## src/core/rtc_pkg.sv

```systemverilog
package rtc_pkg;
  localparam logic [3:0] CHG_KEY       = 4'ha;
  localparam int         KEY_MSB       = 7;
  localparam int         KEY_LSB       = 4;
  localparam int         DIODE_MSB     = 3;
  localparam int         DIODE_LSB     = 2;
  localparam int         RES_MSB       = 1;
  localparam int         RES_LSB       = 0;
  localparam logic [1:0] DIODE_ONE     = 2'h1;
  localparam logic [1:0] DIODE_TWO     = 2'h2;
  localparam logic [1:0] RES_NONE      = 2'h0;
  localparam logic [7:0] CHG_RESET     = 8'h00;
  localparam logic [4:0] ADDR_BURST    = 5'h1f;
  localparam logic [4:0] ADDR_CTRL     = 5'h07;
  localparam logic [4:0] ADDR_CHG      = 5'h08;
  localparam logic [4:0] RAM_LAST      = 5'h1e;
  localparam int         RAM_DEPTH     = 31;
  localparam int         TIME_BYTES    = 7;
  localparam logic [6:0] MASK_ALL      = 7'h7f;
  localparam int         CMD_RD        = 0;
  localparam int         CMD_RAM       = 6;
  localparam int         CMD_EN        = 7;
  localparam int         WP_BIT        = 7;
  localparam int         FIFO_DEPTH    = 8;
  localparam int         FIFO_WIDTH    = 13;
  localparam int         CLK_PERIOD_NS = 5;

  typedef logic [TIME_BYTES-1:0][7:0] time_t;
  typedef enum logic [2:0] {PH_IDLE, PH_CMD, PH_WRITE, PH_READ, PH_DONE} phase_t;
  typedef struct packed {
    logic [4:0] addr;
    logic [7:0] data;
  } ram_wr_t;
  typedef struct packed {
    logic       en;
    logic       two_diodes;
    logic [1:0] res_sel;
  } chg_out_t;
endpackage

```

## src/core/rtc_trickle_burst_control.sv

```systemverilog
`timescale 1ns/10ps

module rtc_wr_fifo #(
  parameter int WIDTH = 13,
  parameter int DEPTH = 8
) (
  input  wire logic             clock_i,
  input  wire logic             rst_i,
  input  wire logic             in_valid_i,
  output logic                  in_ready_o,
  input  wire logic [WIDTH-1:0] in_data_i,
  output logic                  out_valid_o,
  input  wire logic             out_ready_i,
  output logic      [WIDTH-1:0] out_data_o
);
  localparam int AW = $clog2(DEPTH);
  typedef struct packed {
    logic [AW-1:0] wp;
    logic [AW-1:0] rp;
    logic [AW:0]   cnt;
  } fst_t;
  fst_t             st_reg;
  fst_t             st_next;
  logic [WIDTH-1:0] mem [DEPTH];
  logic             push;
  logic             pop;

  assign in_ready_o  = (st_reg.cnt != (AW+1)'(DEPTH));
  assign out_valid_o = (st_reg.cnt != '0);
  assign out_data_o  = mem[st_reg.rp];
  assign push        = in_valid_i && in_ready_o;
  assign pop         = out_valid_o && out_ready_i;

  always_comb begin
    st_next = st_reg;
    if (push) begin
      st_next.wp = (st_reg.wp == AW'(DEPTH-1)) ? '0 : st_reg.wp + 1'b1;
    end
    if (pop) begin
      st_next.rp = (st_reg.rp == AW'(DEPTH-1)) ? '0 : st_reg.rp + 1'b1;
    end
    st_next.cnt = st_reg.cnt + (AW+1)'(push) - (AW+1)'(pop);
  end

  always_ff @(posedge clock_i or posedge rst_i) begin
    if (rst_i) begin
      st_reg <= '0;
    end else begin
      st_reg <= st_next;
    end
  end

  always_ff @(posedge clock_i) begin
    if (push) begin
      mem[st_reg.wp] <= in_data_i;
    end
  end
endmodule

// Operation
// RQ1: the charger is enabled only while the key nibble of the charger register is 1010.
// RQ2: after reset the charger register holds a disabled setting and the enable is low.
// RQ3: diode field bits 3:2 decode 01 as one diode and 10 as two diodes.
// RQ4: a diode field of 00 or 11 keeps the charger disabled whatever the key.
// RQ5: resistor field bits 1:0 decode 01 small, 10 mid and 11 large.
// RQ6: a resistor field of 00 keeps the charger disabled whatever the other fields.
// RQ7: a clock burst moves the first eight clock registers in order from address zero, lsb first.
// RQ8: with write protect set at the start of a clock burst write, none of the eight is updated.
// RQ9: the charger register is reached only by single-byte access, never by a clock burst.
// RQ10: a clock burst read copies the running time at its start and serves every byte from the copy.
// RQ11: the scratchpad holds 31 bytes of eight bits at consecutive addresses.
// RQ12: a ram burst moves the 31 bytes in order from address zero, advancing after each byte.
// RQ13: each frame opens with a command byte, lsb first: read bit, address, ram bit, enable bit.
// RQ14: an address field of all ones selects burst mode.
// RQ15: a clock burst write commits only once all eight bytes have arrived.
// RQ16: control bit 7 locks writes to all other registers; its bits 6:0 read as zero.
// RQ17: the charger enable is the and of a valid key, a one- or two-diode field and a nonzero resistor.
module rtc_trickle_burst_control (
  input  wire logic          clock_i,
  input  wire logic          rst_i,
  input  wire logic          frame_i,
  input  wire logic          sclk_i,
  input  wire logic          io_i,
  output logic               io_o,
  output logic               io_oe_n_o,
  input  wire rtc_pkg::time_t time_i,
  output logic               time_wr_o,
  output logic [6:0]         time_mask_o,
  output rtc_pkg::time_t     time_data_o,
  output logic               chg_en_o,
  output logic               two_diodes_o,
  output logic [1:0]         res_sel_o
);
  typedef struct packed {
    logic [1:0]         fsy;
    logic [1:0]         csy;
    logic               cprev;
    logic [1:0]         dsy;
    rtc_pkg::phase_t    phase;
    logic [7:0]         cmd;
    logic [7:0]         sh;
    logic [2:0]         bitcnt;
    logic [4:0]         addr;
    logic               burst;
    logic               load;
    logic [7:0]         obyte;
    logic               dout;
    logic               oe_n;
    logic               wp;
    logic               wlock;
    logic [7:0]         chg;
    rtc_pkg::chg_out_t  chg_out;
    rtc_pkg::time_t     snap;
    rtc_pkg::time_t     stage;
    logic               time_wr;
    logic [6:0]         time_mask;
    rtc_pkg::time_t     time_data;
    logic               pend;
    rtc_pkg::ram_wr_t   pend_word;
  } state_t;

  state_t           st_reg;
  state_t           st_next;
  logic [7:0]       ram [rtc_pkg::RAM_DEPTH];  // RQ11
  logic             fifo_in_ready;
  logic             fifo_out_valid;
  logic             drain_ready;
  rtc_pkg::ram_wr_t fifo_out;
  logic             rise;
  logic             fall;
  logic             active;
  logic [7:0]       rx_byte;

  function automatic rtc_pkg::chg_out_t chg_decode(input logic [7:0] cfg);
    rtc_pkg::chg_out_t o;
    logic [1:0]        ds;
    ds           = cfg[rtc_pkg::DIODE_MSB:rtc_pkg::DIODE_LSB];
    o.two_diodes = (ds == rtc_pkg::DIODE_TWO);  // RQ3
    o.res_sel    = cfg[rtc_pkg::RES_MSB:rtc_pkg::RES_LSB];  // RQ5
    o.en         = (cfg[rtc_pkg::KEY_MSB:rtc_pkg::KEY_LSB] == rtc_pkg::CHG_KEY)  // RQ1
                   && (ds == rtc_pkg::DIODE_ONE || ds == rtc_pkg::DIODE_TWO)  // RQ4
                   && (o.res_sel != rtc_pkg::RES_NONE);  // RQ6 RQ17
    return o;
  endfunction

  // the serial clock is only sampled, so edges show up two cycles late; at 125 ns that is harmless
  assign rise          = st_reg.csy[1] && !st_reg.cprev;
  assign fall          = !st_reg.csy[1] && st_reg.cprev;
  assign active        = st_reg.fsy[1];
  assign rx_byte       = {st_reg.dsy[1], st_reg.sh[7:1]};
  // drain pauses behind a clock update so the ram port never competes with it
  assign drain_ready   = !st_reg.time_wr;

  rtc_wr_fifo #(
    .WIDTH (rtc_pkg::FIFO_WIDTH),
    .DEPTH (rtc_pkg::FIFO_DEPTH)
  ) u_fifo (
    .clock_i     (clock_i),
    .rst_i       (rst_i),
    .in_valid_i  (st_reg.pend),
    .in_ready_o  (fifo_in_ready),
    .in_data_i   (st_reg.pend_word),
    .out_valid_o (fifo_out_valid),
    .out_ready_i (drain_ready),
    .out_data_o  (fifo_out)
  );

  always_comb begin
    st_next           = st_reg;
    st_next.fsy       = {st_reg.fsy[0], frame_i};
    st_next.csy       = {st_reg.csy[0], sclk_i};
    st_next.cprev     = st_reg.csy[1];
    st_next.dsy       = {st_reg.dsy[0], io_i};
    st_next.load      = 1'b0;
    st_next.time_wr   = 1'b0;
    if (st_reg.pend && fifo_in_ready) begin
      st_next.pend = 1'b0;
    end
    if (st_reg.load) begin
      if (st_reg.cmd[rtc_pkg::CMD_RAM]) begin
        st_next.obyte = (st_reg.addr <= rtc_pkg::RAM_LAST) ? ram[st_reg.addr] : 8'h00;
      end else if (st_reg.addr < rtc_pkg::ADDR_CTRL) begin
        st_next.obyte = st_reg.burst ? st_reg.snap[st_reg.addr[2:0]]  // RQ10
                                     : time_i[st_reg.addr[2:0]];
      end else if (st_reg.addr == rtc_pkg::ADDR_CTRL) begin
        st_next.obyte = {st_reg.wp, 7'h00};  // RQ16
      end else if (st_reg.addr == rtc_pkg::ADDR_CHG) begin
        st_next.obyte = st_reg.chg;
      end else begin
        st_next.obyte = 8'h00;
      end
    end
    if (!active) begin
      st_next.phase  = rtc_pkg::PH_IDLE;
      st_next.oe_n   = 1'b1;
      st_next.bitcnt = 3'h0;
    end else begin
      unique case (st_reg.phase)
        rtc_pkg::PH_IDLE: begin
          st_next.phase = rtc_pkg::PH_CMD;
        end
        rtc_pkg::PH_CMD: begin
          if (rise) begin
            st_next.sh     = rx_byte;
            st_next.bitcnt = st_reg.bitcnt + 3'h1;
            if (st_reg.bitcnt == 3'h7) begin
              st_next.cmd   = rx_byte;  // RQ13
              st_next.burst = (rx_byte[5:1] == rtc_pkg::ADDR_BURST);  // RQ14
              st_next.addr  = st_next.burst ? 5'h00 : rx_byte[5:1];  // RQ7 RQ12
              st_next.wlock = st_reg.wp;
              if (rx_byte[rtc_pkg::CMD_RD]) begin
                st_next.phase = rtc_pkg::PH_READ;
                st_next.load  = 1'b1;
                if (st_next.burst && !rx_byte[rtc_pkg::CMD_RAM]) begin
                  st_next.snap = time_i;  // RQ10
                end
              end else begin
                st_next.phase = rtc_pkg::PH_WRITE;
              end
            end
          end
        end
        rtc_pkg::PH_READ: begin
          if (fall) begin
            st_next.dout = st_reg.obyte[st_reg.bitcnt];
            st_next.oe_n = 1'b0;
          end else if (rise) begin
            st_next.oe_n   = 1'b1;
            st_next.bitcnt = st_reg.bitcnt + 3'h1;
            if (st_reg.bitcnt == 3'h7) begin
              st_next.load = 1'b1;
              if (st_reg.burst) begin
                // clock bursts cover addresses 0..7 only, so the charger byte never appears
                if (st_reg.cmd[rtc_pkg::CMD_RAM]) begin
                  st_next.addr = (st_reg.addr == rtc_pkg::RAM_LAST) ? 5'h00
                                                                    : st_reg.addr + 5'h01;  // RQ12
                end else begin
                  st_next.addr = (st_reg.addr == rtc_pkg::ADDR_CTRL) ? 5'h00
                                                                     : st_reg.addr + 5'h01;  // RQ7 RQ9
                end
              end
            end
          end
        end
        rtc_pkg::PH_WRITE: begin
          if (rise) begin
            st_next.sh     = rx_byte;
            st_next.bitcnt = st_reg.bitcnt + 3'h1;
            if (st_reg.bitcnt == 3'h7) begin
              st_next.phase = rtc_pkg::PH_DONE;
              if (!st_reg.cmd[rtc_pkg::CMD_EN]) begin
                st_next.phase = rtc_pkg::PH_DONE;
              end else if (st_reg.cmd[rtc_pkg::CMD_RAM]) begin
                if (!st_reg.wp && st_reg.addr <= rtc_pkg::RAM_LAST) begin  // RQ16
                  st_next.pend      = 1'b1;
                  st_next.pend_word = '{addr: st_reg.addr, data: rx_byte};
                end
                if (st_reg.burst && st_reg.addr != rtc_pkg::RAM_LAST) begin
                  st_next.addr  = st_reg.addr + 5'h01;  // RQ12
                  st_next.phase = rtc_pkg::PH_WRITE;
                end
              end else if (st_reg.burst) begin
                // the control byte has no staging slot, so only bytes 0..6 are staged
                if (st_reg.addr < rtc_pkg::ADDR_CTRL) begin
                  st_next.stage[st_reg.addr[2:0]] = rx_byte;  // RQ7
                  st_next.addr                    = st_reg.addr + 5'h01;
                  st_next.phase                   = rtc_pkg::PH_WRITE;
                end else if (!st_reg.wlock) begin  // RQ8
                  st_next.time_wr   = 1'b1;  // RQ15
                  st_next.time_mask = rtc_pkg::MASK_ALL;
                  st_next.time_data = st_reg.stage;
                  st_next.wp        = rx_byte[rtc_pkg::WP_BIT];
                end
              end else if (st_reg.addr == rtc_pkg::ADDR_CTRL) begin
                st_next.wp = rx_byte[rtc_pkg::WP_BIT];  // RQ16
              end else if (!st_reg.wp) begin  // RQ16
                if (st_reg.addr < rtc_pkg::ADDR_CTRL) begin
                  st_next.time_wr                        = 1'b1;
                  st_next.time_mask                      = 7'(8'h01 << st_reg.addr[2:0]);
                  st_next.time_data                      = time_i;
                  st_next.time_data[st_reg.addr[2:0]]    = rx_byte;
                end else if (st_reg.addr == rtc_pkg::ADDR_CHG) begin
                  st_next.chg = rx_byte;  // RQ9
                end
              end
            end
          end
        end
        rtc_pkg::PH_DONE: begin
          st_next.phase = rtc_pkg::PH_DONE;
        end
        default: begin
          st_next.phase = rtc_pkg::PH_IDLE;
        end
      endcase
    end
    st_next.chg_out = chg_decode(st_next.chg);  // RQ17
  end

  always_ff @(posedge clock_i or posedge rst_i) begin
    if (rst_i) begin
      st_reg       <= '0;
      st_reg.oe_n  <= 1'b1;
      st_reg.chg   <= rtc_pkg::CHG_RESET;  // RQ2
      st_reg.phase <= rtc_pkg::PH_IDLE;
    end else begin
      st_reg <= st_next;
    end
  end

  always_ff @(posedge clock_i) begin
    if (fifo_out_valid && drain_ready) begin
      ram[fifo_out.addr] <= fifo_out.data;  // RQ11 RQ12
    end
  end

  assign io_o         = st_reg.dout;
  assign io_oe_n_o    = st_reg.oe_n;
  assign time_wr_o    = st_reg.time_wr;
  assign time_mask_o  = st_reg.time_mask;
  assign time_data_o  = st_reg.time_data;
  assign chg_en_o     = st_reg.chg_out.en;
  assign two_diodes_o = st_reg.chg_out.two_diodes;
  assign res_sel_o    = st_reg.chg_out.res_sel;
endmodule

```

## config.mk

```make
export PLATFORM = sky130hd
export DESIGN_NAME = rtc_trickle_burst_control
export DESIGN_NICKNAME = d
export VERILOG_FILES = /design/src/core/rtc_pkg.sv /design/src/core/rtc_trickle_burst_control.sv
export SDC_FILE = /design/constraint.sdc
export NUM_CORES = 1
export LEC_CHECK = 0
export ABC_AREA = 1
export CORE_MARGIN = 5
export CORE_UTILIZATION = 45
export CTS_BUF_LIST = sky130_fd_sc_hd__clkbuf_8
export DETAILED_ROUTE_END_ITERATION = 8
export DONT_BUFFER_PORTS = 1
export RECOVER_POWER = 100
export SYNTH_ARGS = -nofsm -noshare
export SYNTH_HDL_FRONTEND = slang
export SYNTH_SLANG_ARGS = --single-unit
```

## constraint.sdc

```tcl
create_clock -name clock_i -period 9.4 [get_ports clock_i]
set_clock_uncertainty 0.05 [all_clocks]
set_input_delay 1.88 -clock clock_i [delete_from_list [all_inputs] [get_ports clock_i]]
set_output_delay 1.88 -clock clock_i [all_outputs]
set_load 0.02 [all_outputs]
```

==> impl_metrics.env <==
export IMPL_num_rows=90
export IMPL_grt_ovfl_total=0
export IMPL_rrSetupSlack_ps=3000
export IMPL_grt_util_met3_pct=5.43
export IMPL_io_buffers=0
export IMPL_power_share_sequential_pct=55.1
export IMPL_wirelength_um=75700
export IMPL_pwr_share_clk_pct=43.1
export IMPL_die_w_um=258
export IMPL_htreeDepth=3
export IMPL_regToRegEndpoint="time_mask_o[6]"
export IMPL_met2_usage_pct=36.8
export IMPL_critical_path_required_ps=9970
export IMPL_rr_worst_depth=12
export IMPL_cp_slowest_cell="clkbuf_1"
export IMPL_fin_crit_sh_pct=68.1
export IMPL_syn2layout_area_growth_pct=6.69
export IMPL_die_area_um2=66500
export IMPL_netlist_area_um2=27700
export IMPL_period_needed_ps=6400
export IMPL_drt_iter0_drc=1840
export IMPL_worst_pin_slew_ps=6100
export IMPL_cts_tree="built"
export IMPL_root_buffer="clkbuf_8"
export IMPL_grt_busiest_layer="met2"
export IMPL_grt_pass1_wl_um=116000
export IMPL_die_h_um=258
export IMPL_synthDistinctLibCells=48
export IMPL_clkSinkCount=603
export IMPL_cp_depth=12
export IMPL_grt_use_met1_pct=29.2
export IMPL_timing_hold_ws_ps=297
export IMPL_antenna_found_initial=4
export IMPL_setup_tns_ps=0
export IMPL_drive_gt1_share_pct=7.28
export IMPL_gp_congestion=0.983
export IMPL_worstHoldPathType="reg2reg"
export IMPL_grt_max_degree=137
export IMPL_core_area_um2=60600
export IMPL_worst_ir_drop_vdd_mv=0.0846
export IMPL_violations="capacitance limit, slew limit"
export IMPL_vias=20300
export IMPL_finalHoldViolations=0
export IMPL_max_freq_mhz=156
export IMPL_syn_inst=3001
export IMPL_cp_start_kind="flop"
export IMPL_endpoint="time_mask_o[6]"
export IMPL_p_total_mw=5.08
export IMPL_total_leakage_power_nw=11.6
export IMPL_utilization_pct=48.7
export IMPL_cp_max_fo=63
export IMPL_vias_per_cell=5.39
export IMPL_switching_share_pct=22.1
export IMPL_cts_hold_buf=0
export IMPL_nets=2986
export IMPL_max_slew_margin_pct=-309
export IMPL_syn_num_nets=3083
export IMPL_syn_avg_cell_area_um2=9.22
export IMPL_yosys_warnings=0
export IMPL_place_hpwl_um=49300
export IMPL_slew_viol_final=644
export IMPL_synth_edff_count=352
export IMPL_p_comb_share_pct=1.8
export IMPL_maxCapViolCount=17
export IMPL_slowest_delay_ps=1840
export IMPL_status="complete, but fails checks"
export IMPL_drt_pass1_iter_count=5
export IMPL_cts_setup_buffers=0
export IMPL_p_int_mw=3.96
export IMPL_grt_usage_pct=22.4
export IMPL_largest_reg_flops=248
export IMPL_critPathTopFamily="buffers and inverters"
export IMPL_ios=131
export IMPL_clk_path_buf_depth=3
export IMPL_initial_core_util_pct=45.7
export IMPL_ant_nets=0
export IMPL_crit_start="st_reg[217]"
export IMPL_dominantRegCellSynth="edfxtp_1"
export IMPL_synth_seq_cells=603
export IMPL_r2r_start="st_reg[217]"
export IMPL_path_clk_slew_ps=60
export IMPL_drc=0
export IMPL_powerDensity_nw_per_um2=172
export IMPL_critPathBufInv=4
export IMPL_wl_per_cell_um=20.1
export IMPL_async_flop_share_pct=41.6
export IMPL_clk_latency_ps=730
export IMPL_post_cts_resized=0
export IMPL_crit_path_end_kind="flop"
export IMPL_yosysSeqAreaShare_pct=60.9
export IMPL_report_final_setup_viol=0
export IMPL_critical_path_class="reg2reg"
export IMPL_switchingPower_mw=1.12
export IMPL_cts_buffers=98
export IMPL_rsz0062_at_grt="false"
export IMPL_worstPathArrival_ps=6970
export IMPL_grt_pass1_vias=19600
export IMPL_path_cells="clkbuf_1 -> nand2_4 -> clkinvlp_2 -> nand2_2 -> nand2_4 -> nor2_8 -> inv_2 -> nand2_2 -> nor2_4 -> buf_4 -> o21ai_0 -> nand2_1"
worst register-to-register path, stage by stage, from the launching register on:
cell and delay (ps):
dfrtp_1 1450, clkbuf_1 1850, nand2_4 30, clkinvlp_2 320, nand2_2 120, nand2_4 160, nor2_8 60, inv_2 80
nand2_2 310, nor2_4 970, buf_4 620, o21ai_0 230, nand2_1 90
layout make-up:
type	count	area, um2
clock inverters	59	282
inverters	129	489
diodes	3	7.51
flip-flops and latches	603	16900
well taps	782	978
fillers	5640	31100
repair buffers	29	180
clock buffers	116	1600
multi-input cells	2043	9120
cell usage in the layout, fill, tap and decap left out, drive strengths merged, types with 3 or more instances in the layout:
cell and instances:
inv 169, clkinvlp 3, o21ai 275, dfrtp 250, nand3 94, clkbuf 126, ha 20, nand2 1185
o22ai 25, mux2 19, nor2 253, nor3 22, a22oi 40, nand4 17, clkinv 15, a21oi 62
a31oi 12, buf 19, diode 3, edfxtp 352
how the worst min path moves through the flow:
stage          cells past startpoint  slack, ps      endpoint    startpoint
3_3_place_gp                       0        280        active  st_next[249]
3_5_place_dp                       0        280  st_next[245]  st_next[247]
4_1_cts                            0        300  st_next[245]  st_next[247]
5_1_grt                            0        310    rx_byte[7]  st_next[244]
2_1_floorplan                      0        280        active  st_next[249]
6_report                           0        300  st_next[245]  st_next[247]
per-stage QoR:
step | area (um2) | cells | worst slack, ps
global placement | 27700 | 3586 | 5120
finish | 29500 | 3764 | 3000
global route | 29500 | 3762 | 2400
CTS | 29600 | 3761 | 5060
floorplan | 27700 | 3001 | 572
detailed placement | 27700 | 3586 | 5070
power groups by stage:
| stage | clock network (mW) | registers [mW] | logic (mW) |
|---|---|---|---|
| final | 2.19 | 2.80 | 0.0927 |
| after global routing | 2.37 | 2.80 | 0.105 |
| after CTS | 2.24 | 2.80 | 0.0940 |
| after detailed placement | 0 | 2.85 | 0.0940 |
| after global placement | 0 | 2.85 | 0.0925 |
| after floorplan | 0 | 2.85 | 0.0623 |
cell families (layout without fill, tap and decap cells):
kind of cell | count (synthesis) | count (layout) | synth area share, %
adders and majority gates | 21 | 21 | 0.977
xor gates and xnor gates | 4 | 4 | 0.127
muxes | 20 | 20 | 0.810
and+or+nand+nor | 1576 | 1576 | 22.5
DFF | 603 | 603 | 60.9
AOI/OAI and AO/OA | 422 | 422 | 8.52
buffers and inverters | 355 | 333 | 6.16
other | 0 | 3 | 0
synth_stat cells (18+ instances only):
cell      instances  area share [%]
edfxtp_1        352              38
nand3_1          90             1.6
ha_1             20            0.90
a21oi_1          44            0.80
dfrtp_1         250              23
nor2_1          247             3.4
mux2_2           19            0.77
o22ai_1          25            0.57
a22oi_1          40             1.1
clkbuf_1         88             1.2
nor3_1           20            0.36
a21oi_2          18            0.57
inv_1           120             1.6
nand2_1        1181              16
o21ai_0         271             4.9
buf_2            47            0.85
buf_4            67             1.8
routing by layer:
metal / vias to the layer above / wire length [um]
met5: - / 27
met3: 155 / 6080
met4: 4 / 2530
met1: 9779 / 31000
li1: 9623 / -
met2: 740 / 36100
Power figures use the tool's default switching activity.
